$ cat src/sfrp_map.vh
/*
  Constants of the serial flash read path: opcodes, phase lengths,
  address spaces and wrap points.
  Assumes inclusion by bare name from the design file.
*/
`ifndef SFRP_MAP_VH
`define SFRP_MAP_VH

// Opcodes
`define SFRP_OP_READ      8'h03
`define SFRP_OP_FAST      8'h0B
`define SFRP_OP_DUAL      8'h3B
`define SFRP_OP_STAT      8'h65
`define SFRP_OP_DISCOVERABLE_PARAMETER_TABLE      8'h5A

// Phase lengths in serial clocks, as last bit index
`define SFRP_CMD_LAST     5'h07
`define SFRP_ADDR3_LAST   5'h17
`define SFRP_ADDR1_LAST   5'h07
`define SFRP_DUMMY_LAST   5'h07

// Output clocks per byte, as last index
`define SFRP_SINGLE_LAST  3'h7
`define SFRP_DUAL_LAST    3'h3

// Address spaces on the fetch port
`define SFRP_SPACE_ARRAY  2'h0
`define SFRP_SPACE_STAT   2'h1
`define SFRP_SPACE_DISCOVERABLE_PARAMETER_TABLE   2'h2

// Wrap points
`define SFRP_ARRAY_LAST   24'h07FFFF
`define SFRP_ARRAY_FIRST  24'h000000
`define SFRP_STAT_FIRST   24'h000001
`define SFRP_STAT_LAST    24'h000005

// Buffer
`define SFRP_BUF_DEPTH    3'h2

// Timing
`define SFRP_CLK_NS       50

`endif

$ cat src/sfrp_read_path.v
/*
  Read path of a serial flash: opcode and address capture, dummy phase,
  single and dual output, with a two-entry prefetch buffer in front of
  the shifter.
  Assumes cs_n, sck and si come from an outside host and are sampled
  by clk_in; the byte store answers fetch requests on the fetch port.
*/
`timescale 1ns/10ps
`include "sfrp_map.vh"

// Overview of operation
// Opcodes 03h and 0Bh both start a single-line array read.
// Host shifts the 8-bit opcode in on the input line, MSB first.
// Host then shifts a 24-bit start address in, bit 23 first; the status read 65h takes only an 8-bit pointer instead.
// Every read except the plain single read 03h has a dummy byte before data.
// Single reads shift each byte out MSB first, as long as clocked.
// An internal read address counter advances once per byte.
// Chip select high aborts the read and floats the output line.
// After the last array byte, reading continues at zero without delay.
// Dual read: opcode, address on input line, then one dummy byte.
// Dual read turns the input line into an output for data.
// Dual read: four clocks per byte, high bit on output line first.
// Chip select high in dual read floats both lines at once.
// Status read from pointer 01h streams all five registers in order.
// Parameter table read streams successive locations from the address.
// Inputs sampled on rising serial clock, outputs changed on falling.
module sfrp_read_path (
  // System
  input  wire        clk_in,
  input  wire        nrst_in,
  // Serial link pins
  input  wire        cs_n_in,
  input  wire        sck_in,
  input  wire        si_in,
  output wire        si_out,
  output wire        si_oe_out,
  output wire        so_out,
  output wire        so_oe_out,
  // Fetch request
  output wire        rd_req_out,
  input  wire        rd_gnt_in,
  output wire [23:0] rd_addr_out,
  output wire [1:0]  rd_space_out,
  // Fetch answer
  input  wire        rd_valid_in,
  input  wire [7:0]  rd_data_in,
  output wire        rd_ready_out
);

  localparam ST_CMD    = 3'h0;
  localparam ST_ADDR   = 3'h1;
  localparam ST_DUMMY  = 3'h2;
  localparam ST_DATA   = 3'h3;
  localparam ST_IGNORE = 3'h4;

  ////////////////////////////////////////////////////////////////////////
  // Next fetch address, wrapping per space
  function [23:0] sfrp_next_addr;
    input [1:0]  space;
    input [23:0] addr;
    begin
      case (space)
        `SFRP_SPACE_ARRAY:
          sfrp_next_addr = (addr >= `SFRP_ARRAY_LAST) ? `SFRP_ARRAY_FIRST
                                                     : addr + 24'h000001;
        `SFRP_SPACE_STAT:
          sfrp_next_addr = (addr >= `SFRP_STAT_LAST) ? `SFRP_STAT_FIRST
                                                    : addr + 24'h000001;
        default:
          sfrp_next_addr = addr + 24'h000001;
      endcase
    end
  endfunction

  ////////////////////////////////////////////////////////////////////////
  // Pin synchronisers
  reg  [1:0]  cs_sync_reg;
  reg  [2:0]  sck_sync_reg;
  reg  [1:0]  si_sync_reg;

  always @(posedge clk_in or negedge nrst_in)
  begin
    if (!nrst_in)
    begin
      cs_sync_reg  <= 2'h3;
      sck_sync_reg <= 3'h0;
      si_sync_reg  <= 2'h0;
    end
    else
    begin
      cs_sync_reg  <= {cs_sync_reg[0], cs_n_in};
      sck_sync_reg <= {sck_sync_reg[1:0], sck_in};
      si_sync_reg  <= {si_sync_reg[0], si_in};
    end
  end

  wire        cs_act   = ~cs_sync_reg[1];
  wire        si_s     = si_sync_reg[1];
  wire        sck_rise = sck_sync_reg[1] & ~sck_sync_reg[2];
  wire        sck_fall = ~sck_sync_reg[1] & sck_sync_reg[2];

  ////////////////////////////////////////////////////////////////////////
  // Protocol state
  reg  [2:0]  state_reg;
  reg  [4:0]  bit_cnt_reg;
  reg  [23:0] in_sh_reg;
  reg         dual_reg;
  reg         dummy_reg;
  reg         addr1_reg;
  reg  [1:0]  space_reg;
  reg         fetch_en_reg;
  reg  [23:0] fetch_addr_reg;
  reg  [2:0]  out_cnt_reg;
  reg  [7:0]  out_sh_reg;
  reg         so_reg;
  reg         si_o_reg;
  reg         so_oe_reg;
  reg         si_oe_reg;

  // Buffer state
  reg  [7:0]  buf_mem [0:1];
  reg         wr_ptr_reg;
  reg         rd_ptr_reg;
  reg  [1:0]  occ_reg;
  reg  [1:0]  pend_reg;

  wire [23:0] next_sh  = {in_sh_reg[22:0], si_s};
  wire [4:0]  addr_last = addr1_reg ? `SFRP_ADDR1_LAST : `SFRP_ADDR3_LAST;
  wire [2:0]  out_last  = dual_reg ? `SFRP_DUAL_LAST : `SFRP_SINGLE_LAST;

  // Credits cover words held plus words still in flight
  wire [2:0]  used      = {1'b0, occ_reg} + {1'b0, pend_reg};
  wire        buf_full  = ({1'b0, occ_reg} == `SFRP_BUF_DEPTH);
  wire        req       = fetch_en_reg & (used < `SFRP_BUF_DEPTH);
  wire        fire      = req & rd_gnt_in;
  wire        ack       = rd_valid_in & ~buf_full;
  wire        push      = ack & fetch_en_reg & cs_act;
  wire        pop       = cs_act & sck_fall & (state_reg == ST_DATA) &
                          (out_cnt_reg == 3'h0) & (occ_reg != 2'h0);
  wire [7:0]  head      = (occ_reg != 2'h0) ? buf_mem[rd_ptr_reg] : 8'h00;
  wire [7:0]  cur_byte  = (out_cnt_reg == 3'h0) ? head : out_sh_reg;

  assign rd_req_out   = req;
  assign rd_ready_out = ~buf_full;
  assign rd_addr_out  = fetch_addr_reg;
  assign rd_space_out = space_reg;
  assign so_out       = so_reg;
  assign si_out       = si_o_reg;
  assign so_oe_out    = so_oe_reg;
  assign si_oe_out    = si_oe_reg;

  ////////////////////////////////////////////////////////////////////////
  // Command, address and dummy capture
  always @(posedge clk_in or negedge nrst_in)
  begin
    if (!nrst_in)
    begin
      state_reg      <= ST_CMD;
      bit_cnt_reg    <= 5'h00;
      in_sh_reg      <= 24'h000000;
      dual_reg       <= 1'b0;
      dummy_reg      <= 1'b0;
      addr1_reg      <= 1'b0;
      space_reg      <= `SFRP_SPACE_ARRAY;
      fetch_en_reg   <= 1'b0;
      fetch_addr_reg <= 24'h000000;
    end
    else if (!cs_act)
    begin
      state_reg    <= ST_CMD;
      bit_cnt_reg  <= 5'h00;
      fetch_en_reg <= 1'b0;
    end
    else
    begin
      if (fire)
        fetch_addr_reg <= sfrp_next_addr(space_reg, fetch_addr_reg);
      if (sck_rise)
      begin
        in_sh_reg <= next_sh;
        case (state_reg)
          ST_CMD:
          begin
            bit_cnt_reg <= bit_cnt_reg + 5'h01;
            if (bit_cnt_reg == `SFRP_CMD_LAST)
            begin
              bit_cnt_reg <= 5'h00;
              state_reg   <= ST_ADDR;
              dual_reg    <= (next_sh[7:0] == `SFRP_OP_DUAL);
              addr1_reg   <= (next_sh[7:0] == `SFRP_OP_STAT);
              dummy_reg   <= (next_sh[7:0] != `SFRP_OP_READ);
              case (next_sh[7:0])
                `SFRP_OP_READ,
                `SFRP_OP_FAST,
                `SFRP_OP_DUAL: space_reg <= `SFRP_SPACE_ARRAY;
                `SFRP_OP_STAT: space_reg <= `SFRP_SPACE_STAT;
                `SFRP_OP_DISCOVERABLE_PARAMETER_TABLE: space_reg <= `SFRP_SPACE_DISCOVERABLE_PARAMETER_TABLE;
                default:       state_reg <= ST_IGNORE;
              endcase
            end
          end
          ST_ADDR:
          begin
            bit_cnt_reg <= bit_cnt_reg + 5'h01;
            if (bit_cnt_reg == addr_last)
            begin
              bit_cnt_reg    <= 5'h00;
              fetch_en_reg   <= 1'b1;
              fetch_addr_reg <= addr1_reg ? {16'h0000, next_sh[7:0]} : next_sh;
              state_reg      <= dummy_reg ? ST_DUMMY : ST_DATA;
            end
          end
          ST_DUMMY:
          begin
            bit_cnt_reg <= bit_cnt_reg + 5'h01;
            if (bit_cnt_reg == `SFRP_DUMMY_LAST)
            begin
              bit_cnt_reg <= 5'h00;
              state_reg   <= ST_DATA;
            end
          end
          ST_DATA,
          ST_IGNORE:
            state_reg <= state_reg;
          default:
            state_reg <= ST_IGNORE;
        endcase
      end
    end
  end

  ////////////////////////////////////////////////////////////////////////
  // Output shifter, driven on falling serial clock
  always @(posedge clk_in or negedge nrst_in)
  begin
    if (!nrst_in)
    begin
      out_cnt_reg <= 3'h0;
      out_sh_reg  <= 8'h00;
      so_reg      <= 1'b0;
      si_o_reg    <= 1'b0;
      so_oe_reg   <= 1'b0;
      si_oe_reg   <= 1'b0;
    end
    else if (!cs_act)
    begin
      out_cnt_reg <= 3'h0;
      so_oe_reg   <= 1'b0;
      si_oe_reg   <= 1'b0;
    end
    else if (sck_fall && state_reg == ST_DATA)
    begin
      so_oe_reg <= 1'b1;
      si_oe_reg <= dual_reg;
      so_reg    <= cur_byte[7];
      si_o_reg  <= cur_byte[6];
      if (dual_reg)
        out_sh_reg <= {cur_byte[5:0], 2'h0};
      else
        out_sh_reg <= {cur_byte[6:0], 1'b0};
      out_cnt_reg <= (out_cnt_reg == out_last) ? 3'h0 : out_cnt_reg + 3'h1;
    end
  end

  ////////////////////////////////////////////////////////////////////////
  // Two-entry buffer; stale answers after an abort are drained, not kept
  always @(posedge clk_in)
  begin
    if (push)
      buf_mem[wr_ptr_reg] <= rd_data_in;
  end

  always @(posedge clk_in or negedge nrst_in)
  begin
    if (!nrst_in)
    begin
      wr_ptr_reg <= 1'b0;
      rd_ptr_reg <= 1'b0;
      occ_reg    <= 2'h0;
      pend_reg   <= 2'h0;
    end
    else
    begin
      case ({fire, ack & (pend_reg != 2'h0)})
        2'b10:   pend_reg <= pend_reg + 2'h1;
        2'b01:   pend_reg <= pend_reg - 2'h1;
        default: pend_reg <= pend_reg;
      endcase
      if (!cs_act)
      begin
        wr_ptr_reg <= 1'b0;
        rd_ptr_reg <= 1'b0;
        occ_reg    <= 2'h0;
      end
      else
      begin
        if (push)
          wr_ptr_reg <= ~wr_ptr_reg;
        if (pop)
          rd_ptr_reg <= ~rd_ptr_reg;
        case ({push, pop})
          2'b10:   occ_reg <= occ_reg + 2'h1;
          2'b01:   occ_reg <= occ_reg - 2'h1;
          default: occ_reg <= occ_reg;
        endcase
      end
    end
  end

endmodule

$ cat config.mk
export PLATFORM = sky130hd
export DESIGN_NAME = sfrp_read_path
export DESIGN_NICKNAME = d
export VERILOG_FILES = /design/src/sfrp_read_path.v
export VERILOG_INCLUDE_DIRS = /design/src /design/src/src
export SDC_FILE = /design/constraint.sdc
export NUM_CORES = 1
export LEC_CHECK = 0
export BUFFER_PORTS_ARGS = -buffer_cell sky130_fd_sc_hd__buf_2
export CORE_MARGIN = 10
export CORE_UTILIZATION = 25
export CTS_BUF_LIST = sky130_fd_sc_hd__clkbuf_8 sky130_fd_sc_hd__clkbuf_16
export DETAILED_ROUTE_END_ITERATION = 8
export PLACE_DENSITY = 0.45
export SLEW_MARGIN = 20
export SYNTH_ARGS = -nofsm -noshare
export SYNTH_HDL_FRONTEND = slang
export SYNTH_SLANG_ARGS = --single-unit
export TNS_END_PERCENT = 20
$ cat constraint.sdc
create_clock -name clk_in -period 4.8 [get_ports clk_in]
set_clock_uncertainty 0.2 [all_clocks]
set_input_delay 0 -clock clk_in [delete_from_list [all_inputs] [get_ports clk_in]]
set_output_delay 0 -clock clk_in [all_outputs]
set_load 0.1 [all_outputs]
==> results.txt <==
The flow ran to the end, and the final reports show no timing, DRC or antenna violations. 47 I/O pins were placed. The register with the most flip-flops in the layout has 24 of them. For this run, the number of Yosys warnings is 0. The longest individual stage delay on the worst path works out to 510 ps. The analysis attributes to net switching a power of 513 µW. Compared with the post-synthesis result, the final layout area differs by 18.7%. The run gives 68 as the maximum number of pins on one net before global-route repair. Per report_power, the clock group accounts for 40.6% of the total. The design internal power is 1360 µW, and the adder and majority gate portion of the synthesized area is 2.02%.

The biggest area contributor in the post-synthesis netlist is sky130_fd_sc_hd__dfrtp_1. Sequential cells burn 52.6% of the power. Combinational logic is responsible for 6.9% of the overall power. Setup violations remaining at the end of the flow were counted as 0. The area share of the largest cell type after synthesis came out at 40.3%. After synthesis, the share of flip-flops with an asynchronous set or reset is 84.6%. Summed over all failing endpoints, the final setup total negative slack is 0 ps. The post-layout minimum cycle time works out to 3270 ps.

The max-cap violation count is 0, and the required time of the critical path is 4850 ps. The floorplan step set the die width to 166 µm. The logs give 4391 for the number of global-route vias before repair and 3 for the number of H-tree levels.

Each instance of the synthesized netlist takes up on average 9.75 µm². The multiplexer area fraction after synthesis works out to 6.29%. For the net total in the final layout, the log shows 621. In this run the tool buffered the top-level ports with 46 buffer cells.

Cell family with the largest share of critical-path delay: simple AND/OR/NAND/NOR gates. The worst setup path is launched from a flip-flop. The worst-case IR drop observed on VDD is 0.000165 V. The wire-length estimate of the detail-placed layout is 10300 µm.

The mapped netlist covers 5330 µm². The total nets after synthesis is 570, and the area used by multi-input combinational logic is 2440 µm². After detailed routing, the average wire length per cell comes to 16.8 µm.

The run gives 306 MHz as the highest achievable clock rate. The share of post-route cells with drive strength above 1 is 17.2%. Number of buffers inserted by post-CTS setup repair: 0. The tightest min-delay check is of the in -> reg type.

The tightest hold path in the finished design has a slack of 77.5 ps. After detailed routing, the total wire length is 14700 µm. The number of filler instances in the final layout came out at 2214. The floorplan step defined a die boundary enclosing 27600 µm². Setup slack on the worst reg-to-reg path comes out at 1530 ps. The logs give 1870 µW for the total chip power and 0 for the final routed DRC violation total. The end of the worst hold path was si_sync_reg[0]. The clock-pin slew on the worst setup and hold paths was 80 ps. Power spread over the standard cell area amounts to 296 nW/µm². Summing the areas of all compound-gate instances in the mapped netlist gives 15.7% of the synthesized area. For the area of the core region, the log shows 21000 µm². The height of the chip was 166 µm. The largest individual stage delay along the critical path comes from the cell sky130_fd_sc_hd__or4_4. Post-synthesis cell type count: 61. The logs give 0 for the number of endpoints with negative hold slack in the final report and 0 for the initial antenna violation count.

The deepest clock path buffer count was 2; the transition time at the pin with the least slew margin was 1030 ps. Counting the buffers created by CTS gives 9. The endpoint identified for the worst register-to-register timing path is rd_addr_out[9].

TritonCTS built the clock tree. Counting flops with a built-in enable in the synthesized netlist gives 16. After synthesis, the largest family of logic cells by area is simple AND/OR/NAND/NOR gates. In this run switching power makes up 27.4% of total power. The analysis attributes to cell leakage a power of 0.00252 µW.

After synthesis the netlist holds a flip-flop and latch count of 104. The tools report the antenna diode count as 0. The worst hold path begins at si_in. The final route contains 4324 vias. The number of nets with antenna violations after detailed routing is 0.

Sorting the synthesized cells by area gives the leading types as sky130_fd_sc_hd__dfrtp_1 (40%), sky130_fd_sc_hd__edfxtp_1 (9.0%), sky130_fd_sc_hd__mux2_2 (4.2%). Setup repair after global routing left no endpoint under its margin. The tree is rooted in a sky130_fd_sc_hd__clkbuf_16. In the final layout, flip-flops and latches occupy 2690 µm².

In this run the tightest slew margin relative to its limit is 31.2%. Clock latency on the worst-skew pair, taken at its later pin, is 360 ps. The run gives 547 as the gate count after technology mapping. STA classifies the critical path endpoint as a flip-flop.

The worst register-to-register path begins at occ_reg[0]. The mean number of vias per cell is 4.92, and the area fraction in and, or, nand and nor cells after synthesis is 19.6%. At the worst endpoint, the arrival time is 3330 ps. Final max-slew violation count: 0. The leftover overflow at the end of global routing was 0.

Routability congestion estimate: 0.812. Along the worst path, the maximum fanout reaches 9. The run gives 10.7% as the global-route total usage across every layer.

For this configuration, the core starts out at a cell density of 25.4%. The first global-routing pass estimated 24200 µm of wire. The critical path goes through and2_1 > fa_1 > nor3_4 > inv_2 > or4_4 > or4_1 > and3_1 > o21ai_1 > nand2_1. Counting every sink on the clock net gives 104. The initial DRC count was 236; the number of standard-cell rows in the floorplan was 53. The number of cells on the worst reg-to-reg path is 9. The post-synthesis xor/xnor area fraction came out at 1.97%.

The buffer and inverter count on the worst path came out at 1. The commonest register cell after synthesis was sky130_fd_sc_hd__dfrtp_1. By startpoint and endpoint, the worst setup path is classified as reg -> reg. Along the worst hold path, the cell count comes to 2.

The tools report the number of iterations in the first detailed-routing pass as 4. The sequential area share after synthesis was 50.3%. Post-route clock period utilization: 68.2%.
final cells by class:
| type | count | share of cell area (%) |
|---|---|---|
| multi-input cells | 387 | 38.5 |
| inverters | 27 | 1.60 |
| flip-flops and latches | 104 | 42.4 |
| repair buffers | 69 | 7.19 |
| clock inverters | 7 | 1.36 |
| well taps | 275 | 5.43 |
| clock buffers | 9 | 3.56 |
stage by stage:
step	setup slack [ps]	cell area [µm²]	utilization, %	instances
floorplan	1280	5330	-	547
global placement	1560	5850	27.8	846
detailed placement	1540	5850	27.8	846
CTS	1530	6330	30.1	878
global route	1350	6330	30.1	878
finish	1530	6330	30.1	878
cells in the mapped netlist (4+ instances only):
library cell               count
sky130_fd_sc_hd__a31oi_1      15
sky130_fd_sc_hd__nor4_1       17
sky130_fd_sc_hd__and3_1        8
sky130_fd_sc_hd__a22oi_1      13
sky130_fd_sc_hd__o21ai_1       4
sky130_fd_sc_hd__nand2_1      57
sky130_fd_sc_hd__nor2b_1       5
sky130_fd_sc_hd__nor2_1       40
sky130_fd_sc_hd__xnor2_1       5
sky130_fd_sc_hd__inv_1        26
sky130_fd_sc_hd__o22ai_1       7
sky130_fd_sc_hd__ha_1          7
sky130_fd_sc_hd__mux2i_1      11
sky130_fd_sc_hd__or4_1         6
sky130_fd_sc_hd__nand4_1       9
sky130_fd_sc_hd__nand3_1      16
sky130_fd_sc_hd__o21ai_0      41
sky130_fd_sc_hd__or3_1         8
sky130_fd_sc_hd__clkbuf_1     23
sky130_fd_sc_hd__a21o_1        4
sky130_fd_sc_hd__nand2b_1      7
sky130_fd_sc_hd__a32oi_1       9
sky130_fd_sc_hd__nor3_1       18
sky130_fd_sc_hd__xor2_1        7
sky130_fd_sc_hd__dfrtp_1      86
sky130_fd_sc_hd__a21oi_1      15
sky130_fd_sc_hd__mux2_2       20
sky130_fd_sc_hd__edfxtp_1     16
layout by cell type (no fill, tap or decap), types with 3 or more instances in the layout:
| cell type | Yosys | layout |
|---|---|---|
| sky130_fd_sc_hd__a211oi_1 | 3 | 3 |
| sky130_fd_sc_hd__a21o_1 | 4 | 4 |
| sky130_fd_sc_hd__buf_4 | 2 | 8 |
| sky130_fd_sc_hd__clkbuf_16 | 0 | 9 |
| sky130_fd_sc_hd__edfxtp_1 | 16 | 16 |
| sky130_fd_sc_hd__a32oi_1 | 9 | 9 |
| sky130_fd_sc_hd__o21ai_0 | 41 | 41 |
| sky130_fd_sc_hd__nand2_1 | 57 | 57 |
| sky130_fd_sc_hd__nor2_1 | 40 | 39 |
| sky130_fd_sc_hd__or4_1 | 6 | 6 |
| sky130_fd_sc_hd__a22oi_1 | 13 | 13 |
| sky130_fd_sc_hd__clkinv_8 | 0 | 3 |
| sky130_fd_sc_hd__ha_1 | 7 | 7 |
| sky130_fd_sc_hd__and3_1 | 8 | 8 |
| sky130_fd_sc_hd__a21oi_1 | 15 | 15 |
| sky130_fd_sc_hd__inv_1 | 26 | 26 |
| sky130_fd_sc_hd__nand2b_1 | 7 | 7 |
| sky130_fd_sc_hd__or3_1 | 8 | 8 |
| sky130_fd_sc_hd__nand4_1 | 9 | 9 |
| sky130_fd_sc_hd__nor3_1 | 18 | 17 |
| sky130_fd_sc_hd__buf_2 | 3 | 45 |
| sky130_fd_sc_hd__o21ai_1 | 4 | 4 |
| sky130_fd_sc_hd__nor2b_1 | 5 | 5 |
| sky130_fd_sc_hd__mux2_2 | 20 | 20 |
| sky130_fd_sc_hd__mux2i_1 | 11 | 11 |
| sky130_fd_sc_hd__nand3_1 | 16 | 16 |
| sky130_fd_sc_hd__xnor2_1 | 5 | 5 |
| sky130_fd_sc_hd__o22ai_1 | 7 | 7 |
| sky130_fd_sc_hd__dfrtp_1 | 86 | 86 |
| sky130_fd_sc_hd__nor4_1 | 17 | 17 |
| sky130_fd_sc_hd__a31oi_1 | 15 | 15 |
| sky130_fd_sc_hd__xor2_1 | 7 | 7 |
| sky130_fd_sc_hd__dlygate4sd3_1 | 0 | 15 |
worst max path at each step:
| stage | from | endpoint | slack [ps] | cells after the start |
|---|---|---|---|---|
| floorplan | occ_reg[0] | rd_req_out | 1280 | 3 |
| global placement | occ_reg[0] | rd_addr_out[9] | 1560 | 9 |
| detailed placement | occ_reg[0] | rd_addr_out[9] | 1540 | 9 |
| CTS | occ_reg[0] | rd_addr_out[9] | 1530 | 9 |
| global route | occ_reg[0] | rd_addr_out[9] | 1350 | 9 |
| finish | occ_reg[0] | rd_addr_out[9] | 1530 | 9 |
power by group through the flow:
| stage | combinational (µW) | clock [µW] | sequential [µW] |
|---|---|---|---|
| 2_1_floorplan | 71.8 | 0 | 990 |
| 3_3_place_gp | 116 | 0 | 1000 |
| 3_5_place_dp | 119 | 0 | 1000 |
| 4_1_cts | 132 | 787 | 987 |
| 5_1_grt | 145 | 827 | 996 |
| 6_report | 128 | 761 | 986 |
timing repair:
item,in CTS,in global routing
hold buffers,16,0
endpoints found under the hold margin,61,0
resized for setup,0,0
metal layers:
layer | global-route usage [%] | wire, µm | vias to the layer above
li1 | - | - | 2105
met1 | 14.2 | 7000 | 2132
met2 | 16.6 | 6890 | 76
met3 | 2.79 | 658 | 11
met4 | 2.73 | 167 | 0
met5 | 0 | 0 | -
kinds of logic after synthesis:
logic type / after synthesis
adders and majority gates: 8
DFF: 104
and+or+nand+nor: 206
AOI/OAI and AO/OA: 130
buffers and inverters: 56
muxes: 31
xor gates and xnor gates: 12
No activity file was read; power rests on OpenSTA's default activity.
